`config.mk`:
```
export PLATFORM = sky130hd
export DESIGN_NAME = cgc_top
export DESIGN_NICKNAME = d
export VERILOG_FILES = /design/src/inc/cgc_pkg.sv /design/src/core/cgc_top.sv
export SDC_FILE = /design/constraint.sdc
export NUM_CORES = 1
export LEC_CHECK = 0
export BUFFER_PORTS_ARGS = -buffer_cell sky130_fd_sc_hd__buf_2
export CAP_MARGIN = 25
export CELL_PAD_IN_SITES_DETAIL_PLACEMENT = 0
export CELL_PAD_IN_SITES_GLOBAL_PLACEMENT = 1
export CORE_ASPECT_RATIO = 1.75
export CORE_MARGIN = 2
export CORE_UTILIZATION = 40
export DETAILED_ROUTE_END_ITERATION = 8
export HOLD_SLACK_MARGIN = 0.05
export PLACE_DENSITY = 0.79
export SETUP_SLACK_MARGIN = 0.2
export SYNTH_ARGS = -nofsm -noshare
export SYNTH_HDL_FRONTEND = slang
export SYNTH_SLANG_ARGS = --single-unit
```
`constraint.sdc`:
```
create_clock -name i_mclk -period 4.6 [get_ports i_mclk]
set_input_delay 0.69 -clock i_mclk [delete_from_list [all_inputs] [get_ports i_mclk]]
set_output_delay 0.69 -clock i_mclk [all_outputs]
set_load 0.01 [all_outputs]
```
`src/inc/cgc_pkg.sv`:
```
package cgc_pkg;
    // register byte offsets on the bus
    localparam logic [7:0] CGC_OFF_CTRL1   = 8'h00;
    localparam logic [7:0] CGC_OFF_CTRL2   = 8'h04;
    localparam logic [7:0] CGC_OFF_STAT1   = 8'h08;
    localparam logic [7:0] CGC_OFF_STAT2   = 8'h0c;
    localparam logic [7:0] CGC_OFF_FILTER  = 8'h10;
    localparam logic [7:0] CGC_OFF_TRIM    = 8'h14;
    // control one fields
    localparam int CGC_C1_GAIN  = 7;
    localparam int CGC_C1_RANGE = 6;
    localparam int CGC_C1_REFERENCE_SELECT  = 5;
    localparam int CGC_C1_MODE_HI = 4;
    localparam int CGC_C1_MODE_LO = 3;
    localparam logic [7:0] CGC_C1_WMASK = 8'hfe;
    // control two fields
    localparam int CGC_C2_MUL_HI = 6;
    localparam int CGC_C2_MUL_LO = 4;
    localparam int CGC_C2_DIV_HI = 2;
    // status fields
    localparam int CGC_S1_IRQ    = 0;
    localparam int CGC_S1_LOCK   = 3;
    localparam int CGC_S1_ERCS   = 1;
    localparam int CGC_S1_MODE_LO = 6;
    localparam int CGC_S2_DCO_STABLE   = 1;
    localparam logic [15:0] CGC_FILT_MASK = 16'h0fff;
    // reset values
    localparam logic [7:0]  CGC_C1_RESET   = 8'h00;
    localparam logic [7:0]  CGC_C2_RESET   = 8'h00;
    localparam logic [11:0] CGC_FILT_RESET = 12'h000;
    localparam logic [7:0]  CGC_TRIM_RESET = 8'h80;
    // mode settle time before actual mode follows a request
    localparam int CGC_SETTLE_CYCLES = 8;
    localparam logic [3:0] CGC_SETTLE_MAX = 4'(CGC_SETTLE_CYCLES - 1);
    localparam logic [8:0] CGC_PNR_MIN = 9'h004;
    localparam logic [7:0] CGC_P_LOW = 8'h40;
    localparam logic [7:0] CGC_P_HIGH = 8'h01;
    localparam logic [1:0] CGC_AXI_OKAY   = 2'b00;
    localparam logic [1:0] CGC_AXI_SLVERR = 2'b10;
    typedef enum logic [1:0] {
        CGC_SELF_CLOCKED  = 2'b00,
        CGC_ENGAGED_INT   = 2'b01,
        CGC_BYPASSED_EXT  = 2'b10,
        CGC_ENGAGED_EXT   = 2'b11
    } cgc_mode_e;
    // fixed clock source select
    typedef enum logic [1:0] {
        CGC_FX_OFF = 2'b00,
        CGC_FX_BUS = 2'b01,
        CGC_FX_EXT = 2'b11
    } cgc_fx_e;
endpackage : cgc_pkg

```
`src/core/cgc_top.sv`:
```
// Operation
// [RULE_01] fixed clock equals bus clock in bypassed-external, and in engaged-external when RULE_02 does not hold
// [RULE_02] engaged-external: ext/2 when PN/R>=4 and locked
// [RULE_03] fixed clock off in engaged-internal or self-clocked
// [RULE_04] peripherals avoid fixed clock when it is off
// [RULE_05] gain bit selects high-gain oscillator with reference
// [RULE_06] gain bit accepts first write only after reset
// [RULE_07] reset starts in self-clocked scheme
// [RULE_08] self-clocked and bypassed: source divided by R
// [RULE_09] engaged internal: ref/7*64*N/R
// [RULE_10] engaged external: ext*P*N/R, P by range
// [RULE_11] multiplier code decodes to 4..18 step 2
// [RULE_12] divider code decodes to powers of two
// [RULE_13] control one field layout, bit 0 zero
// [RULE_14] mode 11 engaged external, 01 engaged internal
// [RULE_15] control two field layout with enables
// [RULE_16] status one read-only except flag clear
// [RULE_17] software polls dco stable before critical work
// [RULE_18] filter word 12 bits, top nibble reads zero
// [RULE_19] trim written only for internal tuning
// [RULE_20] software keeps N and R small
// [RULE_21] actual mode follows request after settle delay
// [RULE_22] fixed clock switches without truncated pulses
`timescale 1ns/1ps
`default_nettype none
module cgc_top
    import cgc_pkg::*;
#(
    parameter int ADDR_W = 8
) (
    input  wire logic              i_mclk,
    input  wire logic              i_reset_n,
    input  wire logic [ADDR_W-1:0] i_s_axi_awaddr,
    input  wire logic              i_s_axi_awvalid,
    output logic                   o_s_axi_awready,
    input  wire logic [31:0]       i_s_axi_wdata,
    input  wire logic [3:0]        i_s_axi_wstrb,
    input  wire logic              i_s_axi_wvalid,
    output logic                   o_s_axi_wready,
    output logic [1:0]             o_s_axi_bresp,
    output logic                   o_s_axi_bvalid,
    input  wire logic              i_s_axi_bready,
    input  wire logic [ADDR_W-1:0] i_s_axi_araddr,
    input  wire logic              i_s_axi_arvalid,
    output logic                   o_s_axi_arready,
    output logic [31:0]            o_s_axi_rdata,
    output logic [1:0]             o_s_axi_rresp,
    output logic                   o_s_axi_rvalid,
    input  wire logic              i_s_axi_rready,
    input  wire logic              i_internal_bus_clk,
    input  wire logic              i_ext_reference_clk,
    input  wire logic              i_lock,
    input  wire logic              i_dco_stable,
    input  wire logic              i_ext_clock_ok,
    input  wire logic              i_loss_event,
    input  wire logic [11:0]       i_loop_filter_word,
    input  wire logic              i_loop_filter_upd,
    output logic                   o_fixed_freq_clk,
    output logic                   o_high_gain_osc,
    output logic [1:0]             o_mode_actual,
    output logic [7:0]             o_mult_factor,
    output logic [7:0]             o_div_factor,
    output logic [7:0]             o_prescale,
    output logic [7:0]             o_trim,
    output logic [11:0]            o_filter
);

    ////////////////
    // reset synchroniser
    logic rst_meta;
    logic rst_n;
    always_ff @(posedge i_mclk or negedge i_reset_n) begin
        if (!i_reset_n) begin
            rst_meta <= 1'b0;
            rst_n    <= 1'b0;
        end else begin
            rst_meta <= 1'b1;
            rst_n    <= rst_meta;
        end
    end

    ////////////////
    // registers
    logic [7:0]  ctrl1;
    logic [7:0]  ctrl2;
    logic [11:0] filter;
    logic [7:0]  trim;
    logic        gain_locked;
    logic        irq_flag;
    logic [1:0]  mode_act;
    logic [3:0]  settle_cnt;

    // write channel capture; address and data accepted in either order
    logic              aw_held;
    logic              w_held;
    logic [ADDR_W-1:0] aw_addr;
    logic [31:0]       w_data;
    logic [3:0]        w_strb;
    logic              do_write;
    logic              wr_ok;
    assign do_write = aw_held && w_held && !o_s_axi_bvalid;

    always_ff @(posedge i_mclk or negedge rst_n) begin
        if (!rst_n) begin
            aw_held         <= 1'b0;
            w_held          <= 1'b0;
            aw_addr         <= '0;
            w_data          <= '0;
            w_strb          <= '0;
            o_s_axi_awready <= 1'b0;
            o_s_axi_wready  <= 1'b0;
        end else begin
            o_s_axi_awready <= !aw_held && !o_s_axi_awready && i_s_axi_awvalid;
            o_s_axi_wready  <= !w_held && !o_s_axi_wready && i_s_axi_wvalid;
            if (i_s_axi_awvalid && o_s_axi_awready) begin
                aw_held <= 1'b1;
                aw_addr <= i_s_axi_awaddr;
            end else if (do_write) begin
                aw_held <= 1'b0;
            end
            if (i_s_axi_wvalid && o_s_axi_wready) begin
                w_held <= 1'b1;
                w_data <= i_s_axi_wdata;
                w_strb <= i_s_axi_wstrb;
            end else if (do_write) begin
                w_held <= 1'b0;
            end
        end
    end

    // write decode
    logic sel_c1;
    logic sel_c2;
    logic sel_s1;
    logic sel_filt;
    logic sel_trim;
    always_comb begin
        sel_c1   = 1'b0;
        sel_c2   = 1'b0;
        sel_s1   = 1'b0;
        sel_filt = 1'b0;
        sel_trim = 1'b0;
        wr_ok    = 1'b1;
        if (aw_addr[7:0] == CGC_OFF_CTRL1) begin
            sel_c1 = 1'b1;
        end else if (aw_addr[7:0] == CGC_OFF_CTRL2) begin
            sel_c2 = 1'b1;
        end else if (aw_addr[7:0] == CGC_OFF_STAT1) begin
            sel_s1 = 1'b1;
        end else if (aw_addr[7:0] == CGC_OFF_STAT2) begin
            sel_s1 = 1'b0;
        end else if (aw_addr[7:0] == CGC_OFF_FILTER) begin
            sel_filt = 1'b1;
        end else if (aw_addr[7:0] == CGC_OFF_TRIM) begin
            sel_trim = 1'b1;
        end else begin
            wr_ok = 1'b0;
        end
    end

    // write response
    always_ff @(posedge i_mclk or negedge rst_n) begin
        if (!rst_n) begin
            o_s_axi_bvalid <= 1'b0;
            o_s_axi_bresp  <= CGC_AXI_OKAY;
        end else if (do_write) begin
            o_s_axi_bvalid <= 1'b1;
            o_s_axi_bresp  <= wr_ok ? CGC_AXI_OKAY : CGC_AXI_SLVERR;
        end else if (i_s_axi_bready) begin
            o_s_axi_bvalid <= 1'b0;
        end
    end

    // control one; the gain bit freezes after its first write
    always_ff @(posedge i_mclk or negedge rst_n) begin
        if (!rst_n) begin
            ctrl1       <= CGC_C1_RESET; // RULE_07
            gain_locked <= 1'b0;
        end else if (do_write && sel_c1 && w_strb[0]) begin
            ctrl1[7:1]  <= w_data[7:1] & CGC_C1_WMASK[7:1]; // RULE_13
            if (gain_locked) begin
                ctrl1[CGC_C1_GAIN] <= ctrl1[CGC_C1_GAIN]; // RULE_06
            end
            gain_locked <= 1'b1; // RULE_06
        end
    end

    // control two, trim, filter
    always_ff @(posedge i_mclk or negedge rst_n) begin
        if (!rst_n) begin
            ctrl2 <= CGC_C2_RESET;
        end else if (do_write && sel_c2 && w_strb[0]) begin
            ctrl2 <= w_data[7:0]; // RULE_15
        end
    end

    always_ff @(posedge i_mclk or negedge rst_n) begin
        if (!rst_n) begin
            trim <= CGC_TRIM_RESET;
        end else if (do_write && sel_trim && w_strb[0]) begin
            trim <= w_data[7:0];
        end
    end

    // loop update wins over software
    always_ff @(posedge i_mclk or negedge rst_n) begin
        if (!rst_n) begin
            filter <= CGC_FILT_RESET;
        end else if (i_loop_filter_upd) begin
            filter <= i_loop_filter_word; // RULE_18
        end else if (do_write && sel_filt) begin
            if (w_strb[0]) begin
                filter[7:0] <= w_data[7:0];
            end
            if (w_strb[1]) begin
                filter[11:8] <= w_data[11:8];
            end
        end
    end

    // interrupt flag: loss event sets, write of one clears, set wins
    always_ff @(posedge i_mclk or negedge rst_n) begin
        if (!rst_n) begin
            irq_flag <= 1'b0;
        end else if (i_loss_event) begin
            irq_flag <= 1'b1;
        end else if (do_write && sel_s1 && w_strb[0] && w_data[CGC_S1_IRQ]) begin
            irq_flag <= 1'b0; // RULE_16
        end
    end

    ////////////////
    // actual mode follows the request after a settle delay
    logic [1:0] mode_req;
    assign mode_req = ctrl1[CGC_C1_MODE_HI:CGC_C1_MODE_LO];
    always_ff @(posedge i_mclk or negedge rst_n) begin
        if (!rst_n) begin
            mode_act   <= CGC_SELF_CLOCKED; // RULE_07
            settle_cnt <= '0;
        end else if (mode_act == mode_req) begin
            settle_cnt <= '0;
        end else if (settle_cnt == CGC_SETTLE_MAX) begin
            settle_cnt <= '0;
            mode_act   <= mode_req; // RULE_21 RULE_14
        end else begin
            settle_cnt <= settle_cnt + 4'h1;
        end
    end

    ////////////////
    // factor decodes
    logic [7:0] mult_n;
    logic [7:0] div_r;
    logic [7:0] pre_p;
    logic [2:0] mul_code;
    logic [2:0] div_code;
    assign mul_code = ctrl2[CGC_C2_MUL_HI:CGC_C2_MUL_LO];
    assign div_code = ctrl2[CGC_C2_DIV_HI:0];
    assign mult_n = 8'h04 + {4'h0, mul_code, 1'b0}; // RULE_11
    assign div_r  = 8'h01 << div_code; // RULE_12
    assign pre_p  = ctrl1[CGC_C1_RANGE] ? CGC_P_HIGH : CGC_P_LOW; // RULE_10

    // (P*N)/R >= 4, compared as P*N >= 4*R to avoid a divider
    logic [15:0] pn;
    logic [15:0] four_r;
    logic        ratio_ok;
    assign pn       = pre_p * mult_n;
    assign four_r   = {6'h00, div_r, 2'b00};
    assign ratio_ok = pn >= four_r; // RULE_02

    // registered factors for the frequency path
    always_ff @(posedge i_mclk or negedge rst_n) begin
        if (!rst_n) begin
            o_mult_factor <= 8'h04;
            o_div_factor  <= 8'h01;
            o_prescale    <= CGC_P_LOW;
            o_trim        <= CGC_TRIM_RESET;
            o_filter      <= CGC_FILT_RESET;
            o_mode_actual <= CGC_SELF_CLOCKED;
            o_high_gain_osc <= 1'b0;
        end else begin
            o_mult_factor <= mult_n; // RULE_09 RULE_10
            o_div_factor  <= div_r; // RULE_08
            o_prescale    <= pre_p;
            o_trim        <= trim;
            o_filter      <= filter;
            o_mode_actual <= mode_act;
            o_high_gain_osc <= ctrl1[CGC_C1_GAIN] && ctrl1[CGC_C1_REFERENCE_SELECT]; // RULE_05
        end
    end

    ////////////////
    // fixed clock source choice
    cgc_fx_e fx_want;
    always_comb begin
        case (mode_act)
            CGC_ENGAGED_EXT:  fx_want = (ratio_ok && i_lock) ? CGC_FX_EXT : CGC_FX_BUS; // RULE_02
            CGC_BYPASSED_EXT: fx_want = CGC_FX_BUS; // RULE_01
            default:          fx_want = CGC_FX_OFF; // RULE_03
        endcase
    end

    // ext reference halved: toggle on each sampled rising edge
    logic ext_q;
    logic ext_half;
    logic bus_q;
    always_ff @(posedge i_mclk or negedge rst_n) begin
        if (!rst_n) begin
            ext_q    <= 1'b0;
            ext_half <= 1'b0;
            bus_q    <= 1'b0;
        end else begin
            ext_q <= i_ext_reference_clk;
            bus_q <= i_internal_bus_clk;
            if (i_ext_reference_clk && !ext_q) begin
                ext_half <= !ext_half;
            end
        end
    end

    // glitch-free switch: source changes only while both are low
    cgc_fx_e fx_cur;
    logic    cur_level;
    logic    want_level;
    always_comb begin
        case (fx_cur)
            CGC_FX_EXT: cur_level = ext_half;
            CGC_FX_BUS: cur_level = bus_q;
            default:    cur_level = 1'b0;
        endcase
        case (fx_want)
            CGC_FX_EXT: want_level = ext_half;
            CGC_FX_BUS: want_level = bus_q;
            default:    want_level = 1'b0;
        endcase
    end

    always_ff @(posedge i_mclk or negedge rst_n) begin
        if (!rst_n) begin
            fx_cur           <= CGC_FX_OFF;
            o_fixed_freq_clk <= 1'b0;
        end else begin
            if (fx_cur != fx_want && !cur_level && !want_level) begin
                fx_cur <= fx_want; // RULE_22
            end
            o_fixed_freq_clk <= cur_level; // RULE_01
        end
    end

    ////////////////
    // read channel
    logic [31:0] rd_mux;
    logic        rd_ok;
    always_comb begin
        rd_mux = 32'h0000_0000;
        rd_ok  = 1'b1;
        if (i_s_axi_araddr[7:0] == CGC_OFF_CTRL1) begin
            rd_mux[7:0] = ctrl1 & CGC_C1_WMASK; // RULE_13
        end else if (i_s_axi_araddr[7:0] == CGC_OFF_CTRL2) begin
            rd_mux[7:0] = ctrl2;
        end else if (i_s_axi_araddr[7:0] == CGC_OFF_STAT1) begin
            rd_mux[CGC_S1_MODE_LO+1:CGC_S1_MODE_LO] = mode_act;
            rd_mux[CGC_S1_LOCK] = i_lock;
            rd_mux[CGC_S1_ERCS] = i_ext_clock_ok;
            rd_mux[CGC_S1_IRQ]  = irq_flag;
        end else if (i_s_axi_araddr[7:0] == CGC_OFF_STAT2) begin
            rd_mux[CGC_S2_DCO_STABLE] = i_dco_stable;
        end else if (i_s_axi_araddr[7:0] == CGC_OFF_FILTER) begin
            rd_mux[15:0] = {4'h0, filter} & CGC_FILT_MASK; // RULE_18
        end else if (i_s_axi_araddr[7:0] == CGC_OFF_TRIM) begin
            rd_mux[7:0] = trim;
        end else begin
            rd_ok = 1'b0;
        end
    end

    always_ff @(posedge i_mclk or negedge rst_n) begin
        if (!rst_n) begin
            o_s_axi_arready <= 1'b0;
            o_s_axi_rvalid  <= 1'b0;
            o_s_axi_rdata   <= '0;
            o_s_axi_rresp   <= CGC_AXI_OKAY;
        end else begin
            o_s_axi_arready <= !o_s_axi_arready && !o_s_axi_rvalid && i_s_axi_arvalid;
            if (i_s_axi_arvalid && o_s_axi_arready) begin
                o_s_axi_rvalid <= 1'b1;
                o_s_axi_rdata  <= rd_mux;
                o_s_axi_rresp  <= rd_ok ? CGC_AXI_OKAY : CGC_AXI_SLVERR;
            end else if (i_s_axi_rready) begin
                o_s_axi_rvalid <= 1'b0;
            end
        end
    end

endmodule : cgc_top
`default_nettype wire

```
==> metrics <==
CP Capture Type=flip-flop; RSZ-0062 raised after global routing=no; CP Data Arrival Time=2.63 ns; antenna cells=0; Avg Cell Area, Syn=12.7 um2; routed vias/inst=4.84; std cell rows=56; first-pass GRT wire length=19.0 mm; PortBufs=112; core footprint=13400 um2; Final Max Slew Viols=0; Total Power=3.28 mW; largest net degree at the start of global routing=52; nets=636; Clk Latency, worst-skew pair=0.41 ns; FMAX=426 MHz; CTS tree=yes; Vias=3569; CP Data Required Time=4.89 ns; starting density of the core=41.0%; Leak=3.46 nW; postcts setup bufs=0; Layout area overhead=22.2%; initial antenna violation count=0; #FFs+latches synth=131; die area=14700 um2; placed cell count=704; Iter 0 DRT Violations=152; status=finished, final reports clean; synthesized area=5490 um2; Final setup viols=0; peak supply drop=0.316 mV; Period Utilization, post-route=51.0%; Root Buffer=clkbuf_16; post-DP HPWL=8.73 mm; number of routed nets with antenna violations=0; Tightest Hold Check Type=flip-flop to flip-flop; post-CTS sizing=0; CTS sink cnt=131; first-pass detailed-route iteration total=4; register clock-pin slew on the reported worst setup and hold paths=0.06 ns; grt ovf=0; post-synth top area share=57.5%; DRC=0; proportion of layout cells with a drive suffix above 1=37.5%; ys flop type=dfrtp_1; post-synth top area cell=dfrtp_1; Yosys cell types=48; Power Density=489 nW/um2; YS warnings=0; vias in the first global route=3744; Area contributors post-synth=dfrtp_1 (57%), mux2_2 (9.4%), buf_4 (4.4%), nand2_1 (2.7%), mux2i_1 (2.6%); Crit Path Class=flip-flop to flip-flop; CTS Buffer Depth=2; sequential share of the synthesized area=59.9%; GPL Wtd Cong=0.770; final hold violations=0; average wire per standard cell=15.9 um; Die X=92.5 um; Final min period=2.35 ns; Startpoint Class=flip-flop; die height=159 um; H-tree depth=4; Async S/R FF share, synth=100%; skew final=0.00810 ns; Total GRT Usage=16.8%; Mapped Cells=433; max_slew headroom=52.2%; Routed WL=11.7 mm; number of flops mapped to enable cells by yosys=0; fin cells=737; Worst-Margin Slew=0.708 ns; CTS Buf Count=17; commonest cells in the synthesized netlist=dfrtp_1 (126), mux2_2 (46), nand2_1 (39), buf_4 (32), o21ai_0 (25); worst-path maximum fanout=5; setup TNS=0 ns; I/O pins=167; max_cap viols=0; count leader, synth=dfrtp_1
metrics by stage:
| step | hold WS [ns] | util [%] | cell area (um2) | worst slack [ns] |
|---|---|---|---|---|
| CTS | 0.350 | 50.1 | 6700 | 2.25 |
| detailed placement | 0.336 | 45.5 | 6090 | 2.26 |
| floorplan | 0.331 | - | 5600 | 0.689 |
| global route | 0.356 | 50.1 | 6700 | 2.07 |
| global placement | 0.339 | 45.5 | 6090 | 2.33 |
| finish | 0.347 | 50.1 | 6700 | 2.25 |
registers in the layout (all words and copies together), names as in the netlist, 12 cells and up:
name,cells
o_s_axi_rdata,12
w_data,12
o_filter,12
filter,12
final cells by class:
type / count / area (um2)
clock buffer: 18 / 439
fill: 1191 / 6680
tap: 174 / 218
sequential: 131 / 3290
clock inverter: 14 / 163
timing repair buffer: 115 / 586
inverter: 12 / 45.0
multi-input combinational: 273 / 1960
cells in the final DEF, fill, tap and decap left out, drive strengths merged, types with 2 or more instances in the layout:
master      n
dfrtp     126
buf       114
mux2       47
nand2      39
conb       33
o21ai      25
clkbuf     18
nor2       16
mux2i      14
inv        12
a21oi      11
nor2b       8
ha          8
clkinv      7
nand3b      6
a31oi       6
mux4        6
nor3        6
nor3b       5
and2        5
dfstp       5
nand3       5
a22o        4
clkinvlp    4
nand4       4
bufinv      3
xor2        2
or2         2
xnor2       2
a21o        2
nand2b      2
a22oi       2
nand4b      2
critical path: stages, from the launching register on:
cell      delay, ns
dfrtp_1        0.43
ha_1           0.35
nor2b_1        0.15
ha_1           0.29
a21oi_1        0.17
nor4b_1        0.25
a32oi_1        0.16
a211o_1        0.32
o311ai_0       0.10
worst paths after layout:
path / start / to / slack, ns / cells after the start
max in group asynchronous: rst_n$_DFF_PN0_ / filter[2]$_DFFE_PN0P_ / 3.19 / 1
worst min-delay path: rst_meta$_DFF_PN0_ / rst_n$_DFF_PN0_ / 0.35 / 0
min in group asynchronous: rst_n$_DFF_PN0_ / w_data[8]$_DFFE_PN0P_ / 0.36 / 0
worst max register to register: ctrl2[5]$_DFFE_PN0P_ / fx_cur[0]$_DFFE_PN0P_ / 2.25 / 8
worst min register to register: rst_meta$_DFF_PN0_ / rst_n$_DFF_PN0_ / 0.35 / 0
worst max-delay path: ctrl2[5]$_DFFE_PN0P_ / fx_cur[0]$_DFFE_PN0P_ / 2.25 / 8
report_power, final:
part | internal, mW | switching, mW
registers | 1.34 | 0.175
logic | 0.218 | 0.192
clock network | 0.862 | 0.488
total | 2.42 | 0.855
timing repair:
action                                  CTS  global route
endpoints found under the hold margin     2             0
endpoints found under the setup margin    0             0
hold buffers                              1             0
layer usage:
| metal | global-route usage, % | vias to the layer above | wire length, um |
|---|---|---|---|
| li1 | - | 1673 | - |
| met3 | 5.08 | 16 | 620 |
| met4 | 7.33 | 0 | 257 |
| met1 | 17.9 | 1777 | 4230 |
| met2 | 30.2 | 103 | 6620 |
| met5 | 0 | - | 0 |
logic make-up (layout without fill, tap and decap cells):
family | after synthesis | in the layout | share of synthesized area [%]
AOI/OAI and AO/OA | 57 | 57 | 6.20
muxes | 67 | 67 | 14.7
other | 2 | 33 | 0.137
adders and majority gates | 8 | 8 | 1.82
buffers and inverters | 60 | 159 | 6.46
xor gates and xnor gates | 4 | 4 | 0.639
and+or+nand+nor | 104 | 104 | 10.2
DFF | 131 | 131 | 59.9
Power figures use the tool's default switching activity.
